[src/hw/cfg_load_pkg.sv]
package cfg_load_pkg;

  // Word addresses inside the configuration memory.
  localparam logic [3:0] word_addr0       = 4'h0;
  localparam logic [3:0] word_addr1       = 4'h1;
  localparam logic [3:0] word_addr2       = 4'h2;
  localparam logic [3:0] word_load_ctrl   = 4'h3;
  localparam logic [3:0] word_vendor      = 4'h4;
  localparam logic [3:0] word_product     = 4'h5;
  localparam logic [3:0] word_pin_control = 4'h6;
  localparam logic [3:0] word_option      = 4'h7;
  localparam logic [3:0] word_last        = 4'h7;

  // Enable code held in each two-bit field of the load-control word.
  localparam logic [1:0] load_code_accept = 2'h1;

  // Load-control field positions (low bit of each pair).
  localparam int ctl_id_pos     = 0;
  localparam int ctl_pin_pos    = 2;
  localparam int ctl_wake_pos   = 6;
  localparam int ctl_led_pos    = 10;
  localparam int ctl_phy_pos    = 12;
  localparam int ctl_high_pos   = 14;

  // Pin-control and option word field positions.
  localparam int pin_cs_low     = 0;
  localparam int pin_rd_low     = 1;
  localparam int pin_wr_low     = 2;
  localparam int pin_int_low    = 3;
  localparam int pin_int_od     = 4;
  localparam int opt_wake_pulse = 1;
  localparam int opt_magic_en   = 2;
  localparam int opt_link_en    = 3;
  localparam int opt_led_mode   = 7;
  localparam int opt_phy_en     = 8;

  // Built-in defaults used when a field is not accepted.
  // Strobes and chip select default active low; interrupt active high, driven.
  localparam logic [8:0]  pin_control_reset = 9'h007;
  localparam logic [15:0] option_reset      = 16'h0000;

  // Wait after reset before the first word request, as a time and in cycles.
  localparam int start_delay_ns     = 20;
  localparam int clock_period_ns    = 4;
  localparam int start_delay_cycles =
    (start_delay_ns + clock_period_ns - 1) / clock_period_ns;

  typedef struct packed {
    logic        cs_active_low;
    logic        rd_active_low;
    logic        wr_active_low;
    logic        int_active_low;
    logic        int_open_drain;
    logic        wake_pulse;
    logic        magic_wake_en;
    logic        link_wake_en;
    logic        led_mode;
    logic        phy_enable;
    logic [3:0]  option_high;
  } config_s;

  typedef enum logic [2:0] {
    st_wait  = 3'b000,
    st_req   = 3'b001,
    st_data  = 3'b011,
    st_done  = 3'b010
  } load_state_e;

endpackage

[src/hw/eeprom_config_autoload.sv]
`timescale 1ns/1ps
// Function
// - Station address comes from words zero to two, bytes zero to five.
// - Load-control bits 1:0 equal 01 replace vendor and product identities.
// - Load-control bits 3:2 equal 01 apply pin-control bits 4:0.
// - Load-control bits 7:6 equal 01 apply option bits 3:1 in 8-bit mode.
// - Codes in 11:10, 13:12, 15:14 enable option bit 7, 8, 15:12.
// - Vendor identity is read from word four, bytes eight and nine.
// - Product identity is read from word five, bytes ten and eleven.
// - Pin-control word sets pin polarities only when load-control bits 3:2 are 01.
// - Pin-control bit 0 makes chip select active low, also the default.
// - Bits 1 and 2 make read and write strobes active low, default.
// - Bit 3 makes interrupt active low; default is active high.
// - Bit 4 makes interrupt open collector; default drives both levels.
// - Option bit 1 selects pulse wake output instead of level.
// - Option bit 2 enables magic-packet wake, default off.
// - Option bit 3 enables link-change wake, default off.
// - Option bit 7 selects LED mode one; default mode zero.
// - Option bit 8 enables internal PHY after power-on; default off.
module eeprom_config_autoload #(
  parameter logic [15:0] vendor_default  = 16'h1234, // Arbitrary value.
  parameter logic [15:0] product_default = 16'h5678  // Arbitrary value.
) (
  input  wire logic                    clock,          // System clock.
  input  wire logic                    arst_n,         // Async reset.
  input  wire logic                    mode_8bit,      // Host bus is 8-bit.
  output logic                         rom_req,        // Word read request.
  output logic [3:0]                   rom_addr,       // Word address.
  input  wire logic                    rom_valid,      // Word data valid.
  input  wire logic [15:0]             rom_data,       // Word data.
  output logic [47:0]                  station_addr,   // Physical address.
  output logic [15:0]                  vendor_id,      // Vendor identity.
  output logic [15:0]                  product_id,     // Product identity.
  output cfg_load_pkg::config_s        cfg,            // Pin and options.
  output logic                         load_done       // Load complete.
);

  cfg_load_pkg::load_state_e state;
  cfg_load_pkg::load_state_e next_state;
  logic [2:0]                 wait_cnt;
  logic [2:0]                 next_wait_cnt;
  logic [15:0]                ctl;
  logic [15:0]                next_ctl;
  logic [3:0]                 next_rom_addr;
  logic                       next_rom_req;
  logic [47:0]                next_station_addr;
  logic [15:0]                next_vendor_id;
  logic [15:0]                next_product_id;
  cfg_load_pkg::config_s      next_cfg;
  logic                       next_load_done;

  function automatic logic accepted(input logic [15:0] w, input int pos);
    accepted = (w[pos +: 2] == cfg_load_pkg::load_code_accept);
  endfunction

  always_comb begin
    next_state        = state;
    next_wait_cnt     = wait_cnt;
    next_ctl          = ctl;
    next_rom_addr     = rom_addr;
    next_rom_req      = 1'b0;
    next_station_addr = station_addr;
    next_vendor_id    = vendor_id;
    next_product_id   = product_id;
    next_cfg          = cfg;
    next_load_done    = load_done;
    case (state)
      cfg_load_pkg::st_wait: begin
        if (wait_cnt == 3'(cfg_load_pkg::start_delay_cycles)) begin
          next_state    = cfg_load_pkg::st_req;
          next_rom_addr = cfg_load_pkg::word_addr0;
        end else begin
          next_wait_cnt = wait_cnt + 3'h1;
        end
      end
      cfg_load_pkg::st_req: begin
        next_rom_req = 1'b1;
        next_state   = cfg_load_pkg::st_data;
      end
      cfg_load_pkg::st_data: begin
        if (rom_valid) begin
          case (rom_addr)
            cfg_load_pkg::word_addr0:
              next_station_addr[15:0]  = rom_data;
            cfg_load_pkg::word_addr1:
              next_station_addr[31:16] = rom_data;
            cfg_load_pkg::word_addr2:
              next_station_addr[47:32] = rom_data;
            cfg_load_pkg::word_load_ctrl: next_ctl = rom_data;
            cfg_load_pkg::word_vendor: begin
              if (accepted(ctl, cfg_load_pkg::ctl_id_pos)) begin
                next_vendor_id = rom_data;
              end
            end
            cfg_load_pkg::word_product: begin
              if (accepted(ctl, cfg_load_pkg::ctl_id_pos)) begin
                next_product_id = rom_data;
              end
            end
            cfg_load_pkg::word_pin_control: begin
              if (accepted(ctl, cfg_load_pkg::ctl_pin_pos)) begin
                next_cfg.cs_active_low  = rom_data[cfg_load_pkg::pin_cs_low];
                next_cfg.rd_active_low  = rom_data[cfg_load_pkg::pin_rd_low];
                next_cfg.wr_active_low  = rom_data[cfg_load_pkg::pin_wr_low];
                next_cfg.int_active_low = rom_data[cfg_load_pkg::pin_int_low];
                next_cfg.int_open_drain = rom_data[cfg_load_pkg::pin_int_od];
              end
            end
            cfg_load_pkg::word_option: begin
              if (accepted(ctl, cfg_load_pkg::ctl_wake_pos)
                  && mode_8bit) begin
                next_cfg.wake_pulse    =
                  rom_data[cfg_load_pkg::opt_wake_pulse];
                next_cfg.magic_wake_en =
                  rom_data[cfg_load_pkg::opt_magic_en];
                next_cfg.link_wake_en  =
                  rom_data[cfg_load_pkg::opt_link_en];
              end
              if (accepted(ctl, cfg_load_pkg::ctl_led_pos)) begin
                next_cfg.led_mode =
                  rom_data[cfg_load_pkg::opt_led_mode];
              end
              if (accepted(ctl, cfg_load_pkg::ctl_phy_pos)) begin
                next_cfg.phy_enable =
                  rom_data[cfg_load_pkg::opt_phy_en];
              end
              if (accepted(ctl, cfg_load_pkg::ctl_high_pos)) begin
                next_cfg.option_high = rom_data[15:12];
              end
            end
            default: begin
            end
          endcase
          if (rom_addr == cfg_load_pkg::word_last) begin
            next_state     = cfg_load_pkg::st_done;
            next_load_done = 1'b1;
          end else begin
            next_rom_addr = rom_addr + 4'h1;
            next_state    = cfg_load_pkg::st_req;
          end
        end
      end
      cfg_load_pkg::st_done: next_state = cfg_load_pkg::st_done;
      default: next_state = cfg_load_pkg::st_wait;
    endcase
  end

  // Fields start at their built-in defaults so unaccepted ones keep them.
  always_ff @(posedge clock or negedge arst_n) begin
    if (!arst_n) begin
      state              <= cfg_load_pkg::st_wait;
      wait_cnt           <= 3'h0;
      ctl                <= 16'h0000;
      rom_addr           <= 4'h0;
      rom_req            <= 1'b0;
      station_addr       <= 48'h0;
      vendor_id          <= vendor_default;
      product_id         <= product_default;
      cfg.cs_active_low  <= cfg_load_pkg::pin_control_reset[0];
      cfg.rd_active_low  <= cfg_load_pkg::pin_control_reset[1];
      cfg.wr_active_low  <= cfg_load_pkg::pin_control_reset[2];
      cfg.int_active_low <= cfg_load_pkg::pin_control_reset[3];
      cfg.int_open_drain <= cfg_load_pkg::pin_control_reset[4];
      cfg.wake_pulse     <= cfg_load_pkg::option_reset[1];
      cfg.magic_wake_en  <= cfg_load_pkg::option_reset[2];
      cfg.link_wake_en   <= cfg_load_pkg::option_reset[3];
      cfg.led_mode       <= cfg_load_pkg::option_reset[7];
      cfg.phy_enable     <= cfg_load_pkg::option_reset[8];
      cfg.option_high    <= cfg_load_pkg::option_reset[15:12];
      load_done          <= 1'b0;
    end else begin
      state        <= next_state;
      wait_cnt     <= next_wait_cnt;
      ctl          <= next_ctl;
      rom_addr     <= next_rom_addr;
      rom_req      <= next_rom_req;
      station_addr <= next_station_addr;
      vendor_id    <= next_vendor_id;
      product_id   <= next_product_id;
      cfg          <= next_cfg;
      load_done    <= next_load_done;
    end
  end
endmodule

[config.mk]
export PLATFORM = sky130hd
export DESIGN_NAME = eeprom_config_autoload
export DESIGN_NICKNAME = d
export VERILOG_FILES = /design/src/hw/cfg_load_pkg.sv /design/src/hw/eeprom_config_autoload.sv
export SDC_FILE = /design/constraint.sdc
export NUM_CORES = 1
export LEC_CHECK = 0
export ABC_AREA = 1
export BUFFER_PORTS_ARGS = -buffer_cell sky130_fd_sc_hd__clkbuf_2
export CAP_MARGIN = 10
export CORE_MARGIN = 2
export CORE_UTILIZATION = 40
export DETAILED_ROUTE_END_ITERATION = 8
export GPL_ROUTABILITY_DRIVEN = 0
export PLACE_DENSITY = 0.71
export SYNTH_ARGS = -nofsm -noshare
export SYNTH_HDL_FRONTEND = slang
export SYNTH_SLANG_ARGS = --single-unit
[constraint.sdc]
create_clock -name clock -period 1.5 [get_ports clock]
set_clock_uncertainty 0.15 [all_clocks]
set_input_delay 0.075 -clock clock [delete_from_list [all_inputs] [get_ports clock]]
set_output_delay 0.075 -clock clock [all_outputs]
set_load 0.005 [all_outputs]
==> out/qor.yml <==
cells_and_area:
  synthToLayoutAreaGrowth_pct: 63.0
  post-route-util: 0.667
  final_nets: 679
  drive_above_1_share: 0.583
  antenna_cells: 0
  stdcell_area_mm2: 0.00762
setup_path:
  reg2reg_depth: 9
  cp_top_family: "flip-flops"
  path_cells: "buf_6, ha_4, nand3_4, buf_4, nand2_4, buf_6, a21oi_4, nand2_1, nand2_1"
  worstSetupEndpointType: "flip-flop"
  r2r_slack_ns: -0.10
  path_depth: 9
  cp-start-kind: "flip-flop"
  cp.buffers_inverters: 3
  worstPathArrival_ns: 1.80
  reg2reg_to: "rom_addr[3]$_DFFE_PN0P_"
  r2r-start: "rom_addr[0]$_DFFE_PN0P_"
  crit_slowest_cell: "dfrtp_1"
  required_ns: 1.70
  critPathMaxStageDelay_ns: 0.42
  path_class: "reg -> reg"
  path_max_fanout: 3
min_path:
  hold_path_class: "in -> async"
power_and_ir_drop:
  power_density_mw_per_mm2: 1730
  switching_share: 0.333
  ir_drop_mv: 1.07
  p_int_uw: 8790
  p_sw_uw: 4390
  combPwrFrac: 0.318
  clkPwrFrac: 0.312
  p_seq_frac: 0.369
  p_leak_uw: 0.00369
cts:
  cts_sinks: 117
  cts_buffer_depth: 2
  clk_latency_ns: 0.41
  cts_tree: "done"
  h-tree-depth: 4
  clk_pin_slew_worst_paths_ns: 0.06
  cts_buffers: 17
  cts-root-buf: "clkbuf_16"
sta:
  period_share: 1.07
  max_freq_ghz: 0.623
  rsz0062_at_grt: "yes"
  setup_ws_ns: -0.105
  worstMarginPinSlew_ns: 0.479
  slew_headroom: 0.680
  drv_slew: 0
  fin_hold_ws_ns: 0.0847
  setup_violations: 92
  final-hold-violation-count: 0
  fin_crit_ns: 1.60
logic_synthesis:
  synth_nets: 493
  yosys_warnings: 0
  synth.avg_cell_area_um2: 10.0
  ys_seq_area_frac: 0.631
  netlist_area_mm2: 0.00467
  synth_cells: 467
  synth-seq-cells: 117
  ys_types: 28
route:
  vias_per_cell: 5.14
  vias: 4161
  firstDrtPassIters: 4
  drt-total-wl_um: 15200
  drt-initial-drc-count: 232
  drc: 0
  drtAntennaViolNets: 0
  wl_per_cell_um: 18.8
global_routing:
  grt_pass1_wl_um: 19600
  grt_antenna_before_repair: 0
  gr-total-overflow: 0
  grt_max_degree: 91
  groute.usage.overall: 0.202
  grt_pass1_vias: 3860
die:
  start_util: 0.409
  rows: 39
  die_area_mm2: 0.0126
  die_h_um: 112
  die_w_um: 112
  ioPinCount: 120
  core_mm2: 0.0114
placement:
  hpwl_um: 7930
  port-buffer-count: 119
  dpl_cell_area_mm2: 0.00558
status:
  violations: "setup timing"
  status: "finished, violations left"
flow_run:
  drv_cap: 0
## state kept, by name (all words and copies together), names as in the netlist
name	flops
station_addr	48
product_id	16
vendor_id	16
cfg	14
ctl	12
rom_addr	4
wait_cnt	3
state	2
load_done	1
rom_req	1
## worst reg2reg max path: cells and delay by family (launching register included)
kind            cells  cell delay, ns
buf+inv             3            0.39
compound gates      1            0.16
flops               1            0.42
fa+ha+maj           1            0.16
simple gates        4            0.27
## Yosys cell counts
library cell / number / share of area
buf_4: 3 / 0.0048
or2_2: 1 / 0.0013
nor3_2: 2 / 0.0043
ha_1: 6 / 0.016
nand3b_1: 1 / 0.0016
nor2_4: 4 / 0.0096
nand2_2: 1 / 0.0013
nor3b_1: 1 / 0.0016
nand2_4: 1 / 0.0024
dfrtp_1: 101 / 0.54
buf_6: 4 / 0.0096
o21ai_1: 8 / 0.0086
nand2_1: 127 / 0.10
buf_2: 8 / 0.0086
dfstp_2: 16 / 0.090
nor2_1: 28 / 0.022
inv_2: 1 / 0.00080
clkbuf_1: 4 / 0.0032
nor2_2: 4 / 0.0054
o21ai_0: 66 / 0.071
clkinv_2: 1 / 0.0011
nand3_1: 14 / 0.015
a21oi_1: 7 / 0.0075
nand4_1: 6 / 0.0080
inv_1: 32 / 0.026
a21oi_2: 16 / 0.030
xnor2_1: 3 / 0.0056
nand3_2: 1 / 0.0021
## worst max-delay path by stage
stage                                  startpoint                      endpoint  slack [ns]
final                     rom_addr[0]$_DFFE_PN0P_       rom_addr[3]$_DFFE_PN0P_       -0.10
after global routing      rom_addr[0]$_DFFE_PN0P_  station_addr[45]$_DFFE_PN0P_       -0.17
after CTS                 rom_addr[0]$_DFFE_PN0P_            cfg[4]$_DFFE_PN0P_       -0.05
after detailed placement  rom_addr[0]$_DFFE_PN0P_            cfg[7]$_DFFE_PN0P_       -0.08
after global placement    rom_addr[3]$_DFFE_PN0P_     product_id[7]$_DFFE_PN0P_       0.008
after floorplan           rom_addr[0]$_DFFE_PN0P_         load_done$_DFFE_PN0P_       0.009
## stage by stage
stage	total power, µW	TNS [ns]	worst slack (ns)	instances
after floorplan	5990	0	0.00851	467
after global placement	7200	0	0.00796	731
after detailed placement	7350	-2.62	-0.0841	731
after CTS	11900	-0.940	-0.0482	792
after global routing	13800	-11.03	-0.166	809
final	13200	-4.21	-0.105	809
## per-layer routing
metal  vias up  GRT usage  share of wire  wire length (µm)
met4         0     0.0642          0.033               496
li1       1898          -              -                 -
met2       155      0.327           0.50              7580
met1      2074      0.262           0.42              6330
met5         -          0              0                 0
met3        34     0.0621          0.053               809
## power groups by stage
stage,clock (µW),sequential (µW),combinational (µW)
3_3_place_gp,0,4600,2610
3_5_place_dp,0,4660,2690
6_report,4120,4870,4200
4_1_cts,4150,4610,3160
2_1_floorplan,0,4600,1390
5_1_grt,4300,4960,4570
## placed cells by master (no fill, tap or decap), types with 11 or more instances in the layout
cell           count
a21oi_2           16
buf_4             17
clkbuf_16         27
clkbuf_2         118
dfrtp_1           99
dfstp_2           16
dlygate4sd3_1     19
inv_1             27
nand2_1           56
nand2_2           29
nand2_4           43
nand3_1           11
nor2_1            11
nor2_4            17
o21ai_1           25
o21ai_2           37
## cell families after synthesis
| kind of cell | after synthesis | share of synthesized area |
|---|---|---|
| fa+ha+maj | 6 | 0.0161 |
| buf+inv | 53 | 0.0538 |
| simple gates | 191 | 0.177 |
| flops | 117 | 0.631 |
| compound gates | 97 | 0.117 |
| xor+xnor | 3 | 0.00562 |
## what timing repair did
| item | CTS | global route |
|---|---|---|
| hold endpoints to repair | 225 | 0 |
| pin swaps | 2 | 17 |
| resized for setup | 38 | 243 |
| buffers inserted | 9 | 4 |
| gates cloned | 2 | 14 |
| hold buffers | 19 | 0 |
| endpoints found under the setup margin | 90 | 108 |
## cell type report
class	instances	area (µm²)
clock inverters	10	128
well taps	143	179
inverters	34	130
fillers	785	3800
repair buffers	186	1530
clock buffers	22	474
flip-flops and latches	117	2950
multi-input cells	297	2230
Note: power is estimated with default switching activity, not from simulation.
